==> config.mk <==
export PLATFORM = sky130hd
export DESIGN_NAME = cfr_top
export DESIGN_NICKNAME = d
export VERILOG_FILES = /design/src/cfr_pkg.sv /design/src/cfr_top.sv
export SDC_FILE = /design/constraint.sdc
export NUM_CORES = 1
export LEC_CHECK = 0
export BUFFER_PORTS_ARGS = -buffer_cell sky130_fd_sc_hd__buf_4
export CAP_MARGIN = 5
export CORE_MARGIN = 3
export CORE_UTILIZATION = 40
export DETAILED_ROUTE_END_ITERATION = 12
export SETUP_SLACK_MARGIN = 0.15
export SYNTH_ARGS = -nofsm -noshare
export SYNTH_HDL_FRONTEND = slang
export SYNTH_SLANG_ARGS = --single-unit
==> constraint.sdc <==
create_clock -name mclk_i -period 10.32 [get_ports mclk_i]
set_clock_uncertainty 0.15 [all_clocks]
set_input_delay 0 -clock mclk_i [delete_from_list [all_inputs] [get_ports mclk_i]]
set_output_delay 0 -clock mclk_i [all_outputs]
set_load 0.05 [all_outputs]
==> src/cfr_pkg.sv <==
// Purpose: Shared constants and types for the current fault response block
// Assumes: 50 MHz system clock, two output pages
// Notes:   Command codes are the management bus codes of the two cfg bytes
package cfr_pkg;

  // ----------------------------------------
  // Command codes and reset values
  // ----------------------------------------
  localparam logic [7:0] CMD_OC_CFG = 8'he5;
  localparam logic [7:0] CMD_UC_CFG = 8'he6;
  localparam logic [7:0] RST_OC_CFG = 8'h80;
  localparam logic [7:0] RST_UC_CFG = 8'h80;
  localparam logic [7:0] RD_NONE    = 8'h00;

  // ----------------------------------------
  // Field layout of a cfg byte
  // ----------------------------------------
  localparam int RESP_MSB  = 7;
  localparam int RESP_LSB  = 6;
  localparam int RETRY_MSB = 5;
  localparam int RETRY_LSB = 3;
  localparam int DLY_MSB   = 2;
  localparam int DLY_LSB   = 0;

  localparam logic [1:0] RESP_LATCH  = 2'h2;
  localparam logic [1:0] RESP_FOLLOW = 2'h3;
  localparam logic [2:0] RETRY_NONE  = 3'h0;
  localparam logic [2:0] RETRY_LOOP  = 3'h7;

  // ----------------------------------------
  // Timing
  // ----------------------------------------
  localparam int CLK_HZ   = 50_000_000;
  localparam int UNIT_MS  = 35;
  localparam int UNIT_CYC = UNIT_MS * (CLK_HZ / 1000);
  localparam int PRE_W    = 21;
  localparam int NPAGE    = 2;

  // ----------------------------------------
  // Types
  // ----------------------------------------
  typedef enum logic [3:0] {
    ST_RUN    = 4'b0001,
    ST_HOLD   = 4'b0010,
    ST_FOLLOW = 4'b0100,
    ST_RETRY  = 4'b1000
  } cfr_state_t;

  typedef enum logic [1:0] {
    ACT_HOLD   = 2'h0,
    ACT_RETRY  = 2'h1,
    ACT_FOLLOW = 2'h2
  } cfr_act_t;

  // Reserved codes fall back to latched shutdown
  function automatic cfr_act_t cfr_decode(input logic [7:0] cfg);
    cfr_act_t a;
    a = ACT_HOLD;
    if (cfg[RESP_MSB:RESP_LSB] == RESP_FOLLOW) begin
      a = ACT_FOLLOW;
    end else if (cfg[RESP_MSB:RESP_LSB] == RESP_LATCH &&
                 cfg[RETRY_MSB:RETRY_LSB] == RETRY_LOOP) begin
      a = ACT_RETRY;
    end
    return a;
  endfunction

endpackage

==> src/cfr_top.sv <==
// Purpose: Per-output overcurrent / undercurrent fault response controller
// Assumes: Fault, enable and bias inputs are asynchronous pins
// Notes:   Command port carries one byte per access, page selects the copy
//
// Functional notes
// - Response 10: off at once, then retry policy
// - Response 11: off only while fault persists
// - Any overcurrent or undercurrent fault pulls alert line low
// - Any fault sets matching status flag
// - Flags clear only by clear-faults command
// - Retry 000: stay off until cleared
// - Retry 111: restart endlessly until stopped
// - Restart spacing is (delay+1) times 35 ms
// - Undercurrent cfg resets to 80h
// - Undercurrent event sets undercurrent status flag
// - Undercurrent cfg kept per output page
// - Undercurrent cfg moves as one byte
// - Overcurrent event sets overcurrent status flag
// - Overcurrent cfg resets to 80h
`timescale 1ns/1ps

module cfr_top #(
  parameter int unsigned UNIT_CYCLES = cfr_pkg::UNIT_CYC
) (
  // Clock and reset
  input  wire logic       mclk_i,
  input  wire logic       rst_i,
  // Command port
  input  wire logic       cmd_stb_i,
  input  wire logic       cmd_wr_i,
  input  wire logic [7:0] cmd_code_i,
  input  wire logic       cmd_page_i,
  input  wire logic [7:0] cmd_data_i,
  input  wire logic       clear_faults_i,
  // Power stage pins
  input  wire logic [1:0] oc_fault_i,
  input  wire logic [1:0] uc_fault_i,
  input  wire logic [1:0] on_cmd_i,
  input  wire logic [1:0] other_fault_i,
  input  wire logic       bias_ok_i,
  // Read answer
  output logic      [7:0] rd_data_o,
  output logic            rd_ack_o,
  // Output control and status
  output logic      [1:0] out_en_o,
  output logic      [1:0] oc_flag_o,
  output logic      [1:0] uc_flag_o,
  output logic            host_alert_n_o
);

  // ----------------------------------------
  // Pin synchronisers
  // ----------------------------------------
  logic [8:0] meta_r;
  logic [8:0] sync_r;
  logic [1:0] oc_s;
  logic [1:0] uc_s;
  logic [1:0] on_s;
  logic [1:0] oth_s;
  logic       bias_s;

  // Two stages, nothing reads the first
  always_ff @(posedge mclk_i or posedge rst_i) begin
    if (rst_i) begin
      meta_r <= '0;
      sync_r <= '0;
    end else begin
      meta_r <= {bias_ok_i, other_fault_i, on_cmd_i, uc_fault_i, oc_fault_i};
      sync_r <= meta_r;
    end
  end

  assign oc_s   = sync_r[1:0];
  assign uc_s   = sync_r[3:2];
  assign on_s   = sync_r[5:4];
  assign oth_s  = sync_r[7:6];
  assign bias_s = sync_r[8];

  // ----------------------------------------
  // Configuration bytes, one pair per page
  // ----------------------------------------
  logic [7:0] oc_cfg_r [cfr_pkg::NPAGE];
  logic [7:0] uc_cfg_r [cfr_pkg::NPAGE];
  wire        wr_oc = cmd_stb_i & cmd_wr_i & (cmd_code_i == cfr_pkg::CMD_OC_CFG);
  wire        wr_uc = cmd_stb_i & cmd_wr_i & (cmd_code_i == cfr_pkg::CMD_UC_CFG);
  wire        rd_go = cmd_stb_i & ~cmd_wr_i;

  always_ff @(posedge mclk_i or posedge rst_i) begin
    if (rst_i) begin
      for (int p = 0; p < cfr_pkg::NPAGE; p++) begin
        oc_cfg_r[p] <= cfr_pkg::RST_OC_CFG;
        uc_cfg_r[p] <= cfr_pkg::RST_UC_CFG;
      end
    end else begin
      if (wr_oc) begin
        oc_cfg_r[cmd_page_i] <= cmd_data_i;
      end
      if (wr_uc) begin
        uc_cfg_r[cmd_page_i] <= cmd_data_i;
      end
    end
  end

  // ----------------------------------------
  // Read path
  // ----------------------------------------
  logic [7:0] rd_sel;
  logic [7:0] rd_data_r;
  logic       rd_ack_r;

  assign rd_sel = (cmd_code_i == cfr_pkg::CMD_OC_CFG) ? oc_cfg_r[cmd_page_i] :
                  (cmd_code_i == cfr_pkg::CMD_UC_CFG) ? uc_cfg_r[cmd_page_i] :
                  cfr_pkg::RD_NONE;

  // Answer one cycle after the strobe
  always_ff @(posedge mclk_i or posedge rst_i) begin
    if (rst_i) begin
      rd_data_r <= cfr_pkg::RD_NONE;
      rd_ack_r  <= 1'b0;
    end else begin
      rd_ack_r  <= rd_go;
      if (rd_go) begin
        rd_data_r <= rd_sel;
      end
    end
  end

  assign rd_data_o = rd_data_r;
  assign rd_ack_o  = rd_ack_r;

  // ----------------------------------------
  // Status flags and alert
  // ----------------------------------------
  logic [1:0] oc_flag_r;
  logic [1:0] uc_flag_r;
  logic [1:0] oc_flag_nxt;
  logic [1:0] uc_flag_nxt;
  logic       alert_n_r;

  assign oc_flag_nxt = oc_s | (oc_flag_r & {2{~clear_faults_i}});
  assign uc_flag_nxt = uc_s | (uc_flag_r & {2{~clear_faults_i}});

  always_ff @(posedge mclk_i or posedge rst_i) begin
    if (rst_i) begin
      oc_flag_r <= '0;
      uc_flag_r <= '0;
      alert_n_r <= 1'b1;
    end else begin
      oc_flag_r <= oc_flag_nxt;
      uc_flag_r <= uc_flag_nxt;
      alert_n_r <= ~(|oc_flag_nxt | |uc_flag_nxt);
    end
  end

  assign oc_flag_o      = oc_flag_r;
  assign uc_flag_o      = uc_flag_r;
  assign host_alert_n_o = alert_n_r;

  // ----------------------------------------
  // Per-page response machines
  // ----------------------------------------
  logic [1:0] out_en_r;

  assign out_en_o = out_en_r;

  for (genvar g = 0; g < cfr_pkg::NPAGE; g++) begin : g_page
    cfr_pkg::cfr_state_t          st_r;
    cfr_pkg::cfr_state_t          st_nxt;
    cfr_pkg::cfr_act_t            act;
    logic [cfr_pkg::PRE_W-1:0]    pre_r;
    logic [2:0]                   unit_r;
    logic [2:0]                   dly_r;
    logic [2:0]                   dly_nxt;
    logic                         kind_r;
    logic                         kind_nxt;
    logic                         arm_r;
    logic                         arm_nxt;
    logic                         tmr_rst;
    logic                         hit;
    logic                         run_ok;
    logic                         gone;
    logic                         tick;
    logic                         expire;
    logic [7:0]                   cfg_hit;

    // Fault sampled only while the output is really on
    assign run_ok  = on_s[g] & bias_s & ~oth_s[g];
    assign hit     = (oc_s[g] | uc_s[g]) & run_ok;
    // Overcurrent takes priority when both trip together
    assign cfg_hit = oc_s[g] ? oc_cfg_r[g] : uc_cfg_r[g];
    // reserved codes decode as latched shutdown
    assign act     = cfr_pkg::cfr_decode(cfg_hit);
    assign gone    = kind_r ? ~oc_s[g] : ~uc_s[g];
    assign tick    = (pre_r == cfr_pkg::PRE_W'(UNIT_CYCLES - 1));
    assign expire  = arm_r & tick & (unit_r == dly_r);

    // Next state
    always_comb begin
      st_nxt   = st_r;
      arm_nxt  = arm_r;
      tmr_rst  = 1'b0;
      dly_nxt  = dly_r;
      kind_nxt = kind_r;
      unique case (st_r)
        cfr_pkg::ST_RUN: begin
          if (hit) begin
            kind_nxt = oc_s[g];
            unique case (act)
              cfr_pkg::ACT_HOLD: begin
                st_nxt  = cfr_pkg::ST_HOLD;
                arm_nxt = 1'b0;
              end
              cfr_pkg::ACT_RETRY: begin
                st_nxt  = cfr_pkg::ST_RETRY;
                dly_nxt = cfg_hit[cfr_pkg::DLY_MSB:cfr_pkg::DLY_LSB];
                if (!arm_r) begin
                  arm_nxt = 1'b1;
                  tmr_rst = 1'b1;
                end
              end
              default: begin
                st_nxt  = cfr_pkg::ST_FOLLOW;
                arm_nxt = 1'b0;
              end
            endcase
          end else if (expire || !run_ok) begin
            // A full quiet period ends the retry series
            arm_nxt = 1'b0;
          end
        end
        cfr_pkg::ST_HOLD: begin
          if (clear_faults_i) begin
            st_nxt = cfr_pkg::ST_RUN;
          end
        end
        cfr_pkg::ST_FOLLOW: begin
          if (gone) begin
            st_nxt = cfr_pkg::ST_RUN;
          end
        end
        cfr_pkg::ST_RETRY: begin
          if (!run_ok) begin
            st_nxt  = cfr_pkg::ST_RUN;
            arm_nxt = 1'b0;
          end else if (expire) begin
            st_nxt  = cfr_pkg::ST_RUN;
            tmr_rst = 1'b1;
          end
        end
        default: begin
          st_nxt  = cfr_pkg::ST_HOLD;
          arm_nxt = 1'b0;
        end
      endcase
    end

    // State and capture registers
    always_ff @(posedge mclk_i or posedge rst_i) begin
      if (rst_i) begin
        st_r   <= cfr_pkg::ST_RUN;
        arm_r  <= 1'b0;
        dly_r  <= 3'h0;
        kind_r <= 1'b0;
      end else begin
        st_r   <= st_nxt;
        arm_r  <= arm_nxt;
        dly_r  <= dly_nxt;
        kind_r <= kind_nxt;
      end
    end

    always_ff @(posedge mclk_i or posedge rst_i) begin
      if (rst_i) begin
        pre_r  <= '0;
        unit_r <= 3'h0;
      end else if (tmr_rst || !arm_r) begin
        pre_r  <= '0;
        unit_r <= 3'h0;
      end else if (tick) begin
        pre_r  <= '0;
        unit_r <= unit_r + 3'h1;
      end else begin
        pre_r  <= pre_r + cfr_pkg::PRE_W'(1);
      end
    end

    // enable gated the same cycle the fault is seen
    always_ff @(posedge mclk_i or posedge rst_i) begin
      if (rst_i) begin
        out_en_r[g] <= 1'b0;
      end else begin
        out_en_r[g] <= (st_nxt == cfr_pkg::ST_RUN) & run_ok & ~hit;
      end
    end
  end

endmodule

==> flow_summary_export.csv, run 1 <==
group,metric,value,unit
synthesis,syn_avg_cell_area,11.2,sq um
clock_network,cts_resized,0,
sta,worstMarginPinSlew,942,ps
synthesis,syn_nets,593,
flow_run,cap_violations,0,
cells_and_area,diodes,0,
cells_and_area,final_cell_mix,"125 x dfrtp_1, 49 x buf_4, 45 x nor2_1",
floorplan,fp.dieH,131,microns
power_and_ir_drop,power.leakage,3.18,nW
cells_and_area,final_design_area_no_fill,0.00762,sq mm
clock_network,cts_buffers,17,
sta,rsz0062_at_grt,"no",
global_route,grt_max_degree,78,
clock_network,h-tree-depth,4,
clock_network,clock_path_buffers,2,
worst_hold_path,min_to,"meta_r[8]$_DFF_PP0_",
worst_setup_path,reg2regPathDepth,4,
cells_and_area,area_growth_syn_to_layout,22.0,%
global_route,grt_pass1_vias,4523,
synthesis,synth_area,0.00624,sq mm
placed_design,hpwl,9.55,mm
sta,hold_viol_final,0,
placed_design,numPortBuffers,46,
power_and_ir_drop,power.total,1.26,mW
floorplan,ios,47,
routing,postRouteAntennaNets,0,
worst_setup_path,r2r_start,"g_page[0].st_r[0]$_DFF_PP1_",
sta,fmaxAchievable,451,MHz
cells_and_area,nNetsFinal,664,
synthesis,synth_top_area_cell,"dfrtp_1",
power_and_ir_drop,vdd_drop_max,0.122,mV
worst_setup_path,cp_max_fo,6,
synthesis,seq_area_frac_synth,0.530,
clock_network,clock-root-buffer,"clkbuf_16",
status,outcome,"finished clean",
worst_setup_path,critPathArrivalTime,2370,ps
global_route,antenna_found_initial,0,
synthesis,syn_inst,558,
worst_setup_path,cp_data_required_time,10480,ps
cells_and_area,final_common_cell,"dfrtp_1",
sta,slew_headroom,0.372,
sta,slew_viol_final,0,
synthesis,synth_seq_cells,132,
synthesis,synth.distinct_cells,56,
sta,tns,0,ps
placed_design,post_dp_cell_area,0.00681,sq mm
worst_setup_path,worst_path_largest_cell_delay,570,ps
clock_network,cts.reportedPaths.clkPinSlew,60,ps
placed_design,gp_congestion,0.799,
global_route,grt_usage,0.174,
clock_network,holdBufCountCts,21,
worst_hold_path,hold_depth,2,
worst_setup_path,r2r-end,"g_page[0].dly_r[2]$_DFFE_PP0P_",
worst_setup_path,crit_path_top_delay_cell,"dfstp_2",
sta,setup_viol,0,
synthesis,postSynth.asyncResetShare,1.00,
power_and_ir_drop,power_density,165,mW/mm^2
clock_network,cts_tree,"done",
routing,drt_iter0_drc,225,
sta,whs,74.4,ps
worst_setup_path,criticalPathCategory,"flop to flop",
sta,period_share,0.215,
global_route,grt_pass1_wl,23.0,mm
routing,vias_per_cell,5.36,
placed_design,dp_cells,800,
floorplan,placementRows,45,
worst_setup_path,worst_setup_path_start_kind,"flop",
synthesis,synth_flop_cell,"dfrtp_1",
cells_and_area,stdcell_count,853,
global_route,overflow,0,
worst_setup_path,end_kind,"flop",
routing,vias,4571,
clock_network,cts_post_setup_buffers_inserted,0,
routing,dr.pass1.iters,4,
worst_setup_path,timing.reg2reg.setup_slack,8100,ps
worst_hold_path,hold_class,"primary input to flop",
floorplan,dieWidth,131,microns
routing,drc_errors,0,
floorplan,die_area,0.0171,sq mm
worst_setup_path,path_cells,"or4b_4, a211oi_1, o21ai_1, mux2_2",
routing,wl_per_cell,16.1,microns
floorplan,start_util,0.409,
cells_and_area,drive_above_1_share,0.218,
worst_hold_path,hp-start,"bias_ok_i",
clock_network,clock_latency,420,ps
sta,fin_crit,2220,ps
floorplan,coreArea,0.0153,sq mm
synthesis,synth_edf_count,0,
routing,wirelength,13.8,mm
synthesis,synthTopCellsByArea,"dfrtp_1 50%, mux2_2 7.6%, xnor2_1 3.2%, mux2i_1 3.0%, dfstp_2 2.9%",
synthesis,synth_top_area_frac,0.501,
synthesis,yosys_warnings,0,
cells_and_area,fillers,1391,
clock_network,clock_sinks,132,
==> cells in the mapped netlist, drive strengths merged, types with 7 or more instances <==
cell type  instances
dfrtp            125
nor2              45
mux2              42
nand2             33
o21ai             24
xnor2             23
nand3             22
a21oi             19
mux2i             19
clkbuf            14
inv               13
o22ai             13
or3               13
nor3              11
nand4             10
a22o               9
and4               9
nand2b             9
xor2               9
nor4               8
o211ai             8
a21o               7
dfstp              7
nor4b              7
==> worst max-delay path, delay by kind of cell (launching register included) <==
| kind | cells | cell delay, ps |
|---|---|---|
| AOI/OAI and AO/OA | 2 | 560 |
| muxes | 1 | 330 |
| and+or+nand+nor | 1 | 490 |
| DFF | 1 | 570 |
==> per-stage QoR <==
step           setup slack, ps   util
3_5_place_dp              8120  0.446
3_3_place_gp              8210  0.446
4_1_cts                   8100  0.499
5_1_grt                   7940  0.499
2_1_floorplan             6660      -
6_report                  8100  0.499
==> kinds of logic after synthesis <==
kind of cell	count (synthesis)	share of synthesized area
AO/OA/AOI/OAI	100	0.104
XOR/XNOR	32	0.0449
adder cells (fa/ha/maj)	4	0.00801
buffers and inverters	31	0.0192
flip-flops	132	0.530
multiplexers	61	0.106
AND/OR/NAND/NOR	198	0.187
==> registers in the layout (all words and copies together) (netlist names) <==
name            cells
uc_cfg_r           16
g_page.unit_r       6
sync_r              9
g_page.dly_r        6
g_page.st_r         8
g_page.kind_r       2
rd_ack_o            1
uc_flag_o           2
meta_r              9
oc_flag_o           2
rd_data_o           8
g_page.arm_r        2
out_en_o            2
oc_cfg_r           16
host_alert_n_o      1
g_page.pre_r       42
==> layer usage <==
layer | routed length (microns) | vias to the layer above | part of all wire | global-route usage
met2 | 6800 | 64 | 0.49 | 0.276
met4 | 289 | 0 | 0.021 | 0.0841
met1 | 6320 | 2276 | 0.46 | 0.229
met5 | 0 | - | 0 | 0
li1 | - | 2207 | - | -
met3 | 344 | 24 | 0.025 | 0.0337
==> final cells by class <==
| class | count | area, sq um | share of cell area |
|---|---|---|---|
| clock buffer | 18 | 439 | 0.0576 |
| clock inverter | 14 | 164 | 0.0215 |
| inverter | 13 | 51.3 | 0.00673 |
| multi-input combinational | 395 | 2810 | 0.369 |
| sequential | 132 | 3310 | 0.435 |
| tap | 211 | 264 | 0.0346 |
| timing repair buffer | 70 | 578 | 0.0758 |
==> power by group <==
part,switching [mW],internal [mW]
Combinational,0.0463,0.0438
Clock,0.242,0.369
Sequential,0.0205,0.538
==> worst max path at each step <==
stage | slack [ps] | cells past startpoint | end | start
6_report | 8100 | 4 | g_page[0].dly_r[2]$_DFFE_PP0P_ | g_page[0].st_r[0]$_DFF_PP1_
5_1_grt | 7940 | 4 | g_page[1].st_r[1]$_DFF_PP0_ | g_page[1].st_r[0]$_DFF_PP1_
4_1_cts | 8100 | 4 | g_page[0].dly_r[2]$_DFFE_PP0P_ | g_page[0].st_r[0]$_DFF_PP1_
3_5_place_dp | 8120 | 4 | g_page[0].dly_r[2]$_DFFE_PP0P_ | g_page[0].st_r[0]$_DFF_PP1_
3_3_place_gp | 8210 | 4 | g_page[0].dly_r[0]$_DFFE_PP0P_ | g_page[0].st_r[0]$_DFF_PP1_
2_1_floorplan | 6660 | 1 | g_page[0].arm_r$_DFFE_PP0P_ | rst_i
(Power assumes the default switching activity.)
==> run 2, diff against run 1 <==
Clock period 10.32 ns to 2.05 ns, I/O delays scaled along.
==> run 2 against run 1 <==
Power rose to 5.0 times the previous value. Critical path depth rose by 1. Via count rose by 2.6%. First-iteration DRC count fell by 11%. Register-to-register slack got worse by 8000 ps. Hold slack improved by 3.1 ps. Sequential share of layout area fell by 2.5 points. Final area rose by 6.3%. Largest power group unchanged. Critical path type unchanged. Worst setup slack got worse by 8000 ps. Flip-flop and latch count did not move. Clock power rose to 4.8 times the previous value.
==> flow_summary_export.csv, run 2 (same netlist as run 1, synthesis figures left out) <==
group,metric,value,unit
status,outcome,"finished clean",
routing,vias_per_cell,5.27,
worst_setup_path,worst_setup_path_start_kind,"flop",
clock_network,h-tree-depth,4,
global_route,grt_pass1_wl,22.8,mm
clock_network,clock_path_buffers,2,
worst_hold_path,hold_depth,2,
routing,drc_errors,0,
sta,tns,0,ps
floorplan,start_util,0.409,
global_route,overflow,0,
cells_and_area,fillers,1316,
sta,whs,77.5,ps
cells_and_area,final_cell_mix,"118 x dfrtp_1, 83 x buf_4, 44 x nor2_1",
clock_network,clock-root-buffer,"clkbuf_16",
sta,fmaxAchievable,521,MHz
sta,worstMarginPinSlew,499,ps
worst_setup_path,path_cells,"or4b_4, buf_4, nor2_2, nand3_1, o211ai_1",
cells_and_area,final_common_cell,"dfrtp_1",
sta,fin_ws,132,ps
flow_run,cap_violations,0,
worst_setup_path,timing.reg2reg.setup_slack,130,ps
clock_network,cts_buffers,17,
cells_and_area,diodes,0,
power_and_ir_drop,power_density,779,mW/mm^2
routing,wl_per_cell,15.9,microns
floorplan,coreArea,0.0153,sq mm
floorplan,die_area,0.0171,sq mm
global_route,antenna_found_initial,0,
worst_setup_path,reg2regPathDepth,5,
worst_setup_path,cp_max_fo,4,
cells_and_area,multiInputGateArea,0.00299,sq mm
worst_hold_path,min_to,"meta_r[1]$_DFF_PP0_",
clock_network,cts_tree,"done",
global_route,grt_max_degree,77,
cells_and_area,area_growth_syn_to_layout,29.7,%
power_and_ir_drop,power.leakage,3.42,nW
cells_and_area,final_design_area_no_fill,0.00810,sq mm
routing,postRouteAntennaNets,0,
sta,slew_headroom,0.667,
routing,vias,4691,
sta,rsz0062_at_grt,"yes",
cells_and_area,ff_latch_area,0.00332,sq mm
worst_setup_path,path_delay_family,"simple AND/OR/NAND/NOR gates",
worst_setup_path,critPathArrivalTime,2100,ps
worst_hold_path,hold_class,"primary input to flop",
worst_setup_path,cp_data_required_time,2230,ps
cells_and_area,largest_reg_flops,42,
global_route,grt_usage,0.171,
worst_setup_path,r2r_start,"g_page[0].st_r[0]$_DFF_PP1_",
placed_design,hpwl,9.70,mm
worst_setup_path,worst_path_largest_cell_delay,530,ps
sta,slew_viol_final,0,
sta,period_share,0.936,
floorplan,ios,47,
placed_design,place_ws,61.6,ps
worst_setup_path,end_kind,"flop",
worst_setup_path,path_depth,5,
clock_network,clock_latency,420,ps
worst_setup_path,crit_path_top_delay_cell,"dfstp_2",
placed_design,numPortBuffers,46,
routing,drt_iter0_drc,200,
routing,dr.pass1.iters,4,
cells_and_area,stdcell_count,890,
sta,fin_crit,1920,ps
cells_and_area,nNetsFinal,701,
routing,wirelength,14.1,mm
worst_setup_path,critPathBufInv,1,
placed_design,post_dp_cell_area,0.00706,sq mm
cells_and_area,biggestRegsByFlops,"g_page.pre_r: 42 flops, oc_cfg_r: 16 flops, uc_cfg_r: 16 flops",
placed_design,dp_cells,822,
global_route,grt_pass1_vias,4544,
sta,setup_viol,0,
cells_and_area,regMostFlops,"g_page.pre_r",
clock_network,cts.reportedPaths.clkPinSlew,60,ps
clock_network,clock_sinks,132,
worst_hold_path,hp-start,"oc_fault_i[1]",
floorplan,fp.dieH,131,microns
power_and_ir_drop,vdd_drop_max,0.787,mV
floorplan,dieWidth,131,microns
cells_and_area,drive_above_1_share,0.300,
sta,hold_viol_final,0,
floorplan,placementRows,45,
placed_design,gp_congestion,0.810,
worst_setup_path,r2r-end,"g_page[0].arm_r$_DFFE_PP0P_",
worst_setup_path,criticalPathCategory,"flop to flop",
-- run 2: report_power, final --
part           switching, mW  leakage, nW  internal (mW)  total (mW)
combinational          0.277         1.39          0.280       0.558
clock                   1.13        0.281           1.83        2.95
sequential            0.0886         1.74           2.71        2.80
total                   1.49         3.42           4.82        6.31
-- run 2: layer usage --
metal	global-route usage	vias to the layer above	part of all wire
met3	0.0480	13	0.033
li1	-	2283	-
met5	0	-	0
met1	0.239	2330	0.48
met4	0.0472	0	0.011
met2	0.263	65	0.48
-- run 2: metrics by stage --
step	power, mW	utilization
5_1_grt	6.57	0.531
2_1_floorplan	3.13	-
3_3_place_gp	3.30	0.463
4_1_cts	6.35	0.519
6_report	6.31	0.531
3_5_place_dp	3.32	0.463
-- run 2: worst max path at each step --
stage / start / endpoint
2_1_floorplan: g_page[1].st_r[3]$_DFF_PP0_ / g_page[1].kind_r$_DFFE_PP0P_
3_3_place_gp: g_page[0].pre_r[0]$_DFF_PP0_ / g_page[0].pre_r[20]$_DFF_PP0_
3_5_place_dp: g_page[0].pre_r[0]$_DFF_PP0_ / g_page[0].pre_r[20]$_DFF_PP0_
4_1_cts: g_page[0].st_r[0]$_DFF_PP1_ / g_page[0].dly_r[1]$_DFFE_PP0P_
5_1_grt: g_page[0].st_r[0]$_DFF_PP1_ / g_page[0].arm_r$_DFFE_PP0P_
6_report: g_page[0].st_r[0]$_DFF_PP1_ / g_page[0].arm_r$_DFFE_PP0P_
-- run 2: final cells by class --
type                            instances  share of cell area
Sequential cell                       132               0.410
Multi-Input combinational cell        395               0.369
Timing Repair Buffer                  107               0.110
Clock buffer                           21              0.0556
Tap cell                              211              0.0326
Clock inverter                         11              0.0161
Inverter                               13             0.00649
-- run 2: what timing repair did --
item	4_1_cts	5_1_grt
setup endpoints to repair	20	60
gates resized for setup	8	25
hold endpoints to repair	182	0
pin swaps	2	9
setup buffers	5	10
hold buffers	21	0
==> run 3, diff against run 2 <==
Settings changed: CORE_MARGIN 3 to 2.
==> run 3 against run 2 <==
Clock power fell by 2%. Via count grew 2.7%. Sequential share of layout area shrank 0.19 points. Largest power group unchanged.
==> flow_summary_export.csv, run 3 (same netlist as run 1, synthesis figures left out) <==
group,metric,value,unit
placed_design,hpwl,9.74,mm
power_and_ir_drop,power_density,769,mW/mm^2
routing,postRouteAntennaNets,0,
clock_network,clock_latency,420,ps
worst_hold_path,hold_class,"primary input to async pin",
clock_network,cts.reportedPaths.clkPinSlew,60,ps
routing,dr.pass1.iters,7,
cells_and_area,area_growth_syn_to_layout,30.4,%
sta,period_share,0.934,
worst_setup_path,cp_data_required_time,2210,ps
power_and_ir_drop,vdd_drop_max,0.612,mV
sta,setup_viol,0,
global_route,grt_usage,0.186,
routing,wirelength,14.8,mm
sta,hold_viol_final,0,
floorplan,start_util,0.411,
worst_setup_path,cp_max_fo,4,
floorplan,dieWidth,129,microns
sta,fmaxAchievable,522,MHz
clock_network,cts_buffers,17,
worst_setup_path,critPathArrivalTime,2070,ps
global_route,grt_pass1_vias,4890,
cells_and_area,final_common_cell,"dfrtp_1",
global_route,grt_pass1_wl,24.1,mm
global_route,grt_max_degree,59,
floorplan,coreArea,0.0152,sq mm
global_route,overflow,0,
placed_design,numPortBuffers,46,
floorplan,die_area,0.0166,sq mm
clock_network,h-tree-depth,4,
worst_setup_path,criticalPathCategory,"flop to flop",
routing,drc_errors,0,
placed_design,post_dp_cell_area,0.00705,sq mm
sta,slew_headroom,0.652,
routing,vias,4816,
floorplan,placementRows,45,
cells_and_area,biggestRegsByFlops,"g_page.pre_r: 42 flops, oc_cfg_r: 16 flops, uc_cfg_r: 16 flops",
cells_and_area,drive_above_1_share,0.315,
cells_and_area,diodes,0,
flow_run,cap_violations,0,
floorplan,ios,47,
cells_and_area,final_cell_mix,"116 x dfrtp_1, 85 x buf_4, 44 x nor2_1",
clock_network,cts_tree,"done",
worst_setup_path,end_kind,"flop",
cells_and_area,final_design_area_no_fill,0.00814,sq mm
power_and_ir_drop,power.leakage,3.41,nW
global_route,antenna_found_initial,0,
worst_setup_path,worst_setup_path_start_kind,"flop",
routing,wl_per_cell,17.0,microns
sta,slew_viol_final,0,
sta,worstMarginPinSlew,522,ps
routing,vias_per_cell,5.52,
sta,rsz0062_at_grt,"yes",
placed_design,gp_congestion,0.810,
cells_and_area,regMostFlops,"g_page.pre_r",
clock_network,clock_path_buffers,2,
sta,fin_crit,1920,ps
status,outcome,"finished clean",
clock_network,clock-root-buffer,"clkbuf_16",
power_and_ir_drop,power.total,6.26,mW
cells_and_area,largest_reg_flops,42,
cells_and_area,nNetsFinal,707,
floorplan,fp.dieH,129,microns
routing,drt_iter0_drc,225,
sta,tns,0,ps
clock_network,clock_sinks,132,
==> run 3: stage by stage <==
| stage | setup slack [ps] | utilization | instances | hold WS [ps] |
|---|---|---|---|---|
| global placement | 105 | 0.464 | 801 | -92.3 |
| detailed placement | 61.1 | 0.464 | 801 | -79.3 |
| CTS | 101 | 0.520 | 859 | 24.6 |
| floorplan | 163 | - | 558 | -119 |
| finish | 135 | 0.536 | 873 | 27.0 |
| global route | 66.4 | 0.536 | 873 | 48.0 |
==> run 3: timing repair <==
action / 4_1_cts / 5_1_grt
hold endpoints to repair: 175 / 0
hold buffers: 21 / 0
cloned: 0 / 3
endpoints found under the setup margin: 49 / 62
gates resized for setup: 9 / 37
pin swaps: 1 / 6
setup buffers: 5 / 11
==> run 3: final timing paths <==
check                                            endpoint  depth (start not counted)  slack, ps                   startpoint
setup / recovery           g_page[0].dly_r[2]$_DFFE_PP0P_                          4        130  g_page[0].st_r[0]$_DFF_PP1_
hold / removal                   rd_data_o[0]$_DFFE_PP0P_                          3         30                        rst_i
setup reg to reg           g_page[0].dly_r[2]$_DFFE_PP0P_                          4        130  g_page[0].st_r[0]$_DFF_PP1_
hold reg to reg                       sync_r[0]$_DFF_PP0_                          0        200          meta_r[0]$_DFF_PP0_
max in group asynchronous     g_page[1].st_r[0]$_DFF_PP1_                          4       1020                        rst_i
min in group mclk_i                   meta_r[1]$_DFF_PP0_                          2         80                oc_fault_i[1]
==> run 3: worst max-delay path, cell delays in order, from the launching register on <==
cell	delay (ps)
dfstp_2	520
or4b_4	500
a211oi_4	210
o21ai_2	130
mux2_2	280
==> run 3: routing by layer <==
metal / GRT usage / vias up / routed length (microns)
met1: 0.243 / 2411 / 6880
met3: 0.0528 / 25 / 503
met2: 0.298 / 89 / 7100
li1: - / 2291 / -
met5: 0 / - / 0
met4: 0.0671 / 0 / 319
==> run 3: cell type report <==
type	instances	area (sq um)
Clock inverter	13	126
Clock buffer	19	443
Inverter	13	52.6
Fill cell	1321	7060
Multi-Input combinational cell	395	3010
Sequential cell	132	3320
Timing Repair Buffer	113	953
Tap cell	188	235
==> run 3: power by group <==
group / switching [mW] / leakage [nW] / internal, mW
Combinational: 0.278 / 1.41 / 0.273
Clock: 1.19 / 0.267 / 1.71
Sequential: 0.0929 / 1.74 / 2.71
Total: 1.56 / 3.41 / 4.70
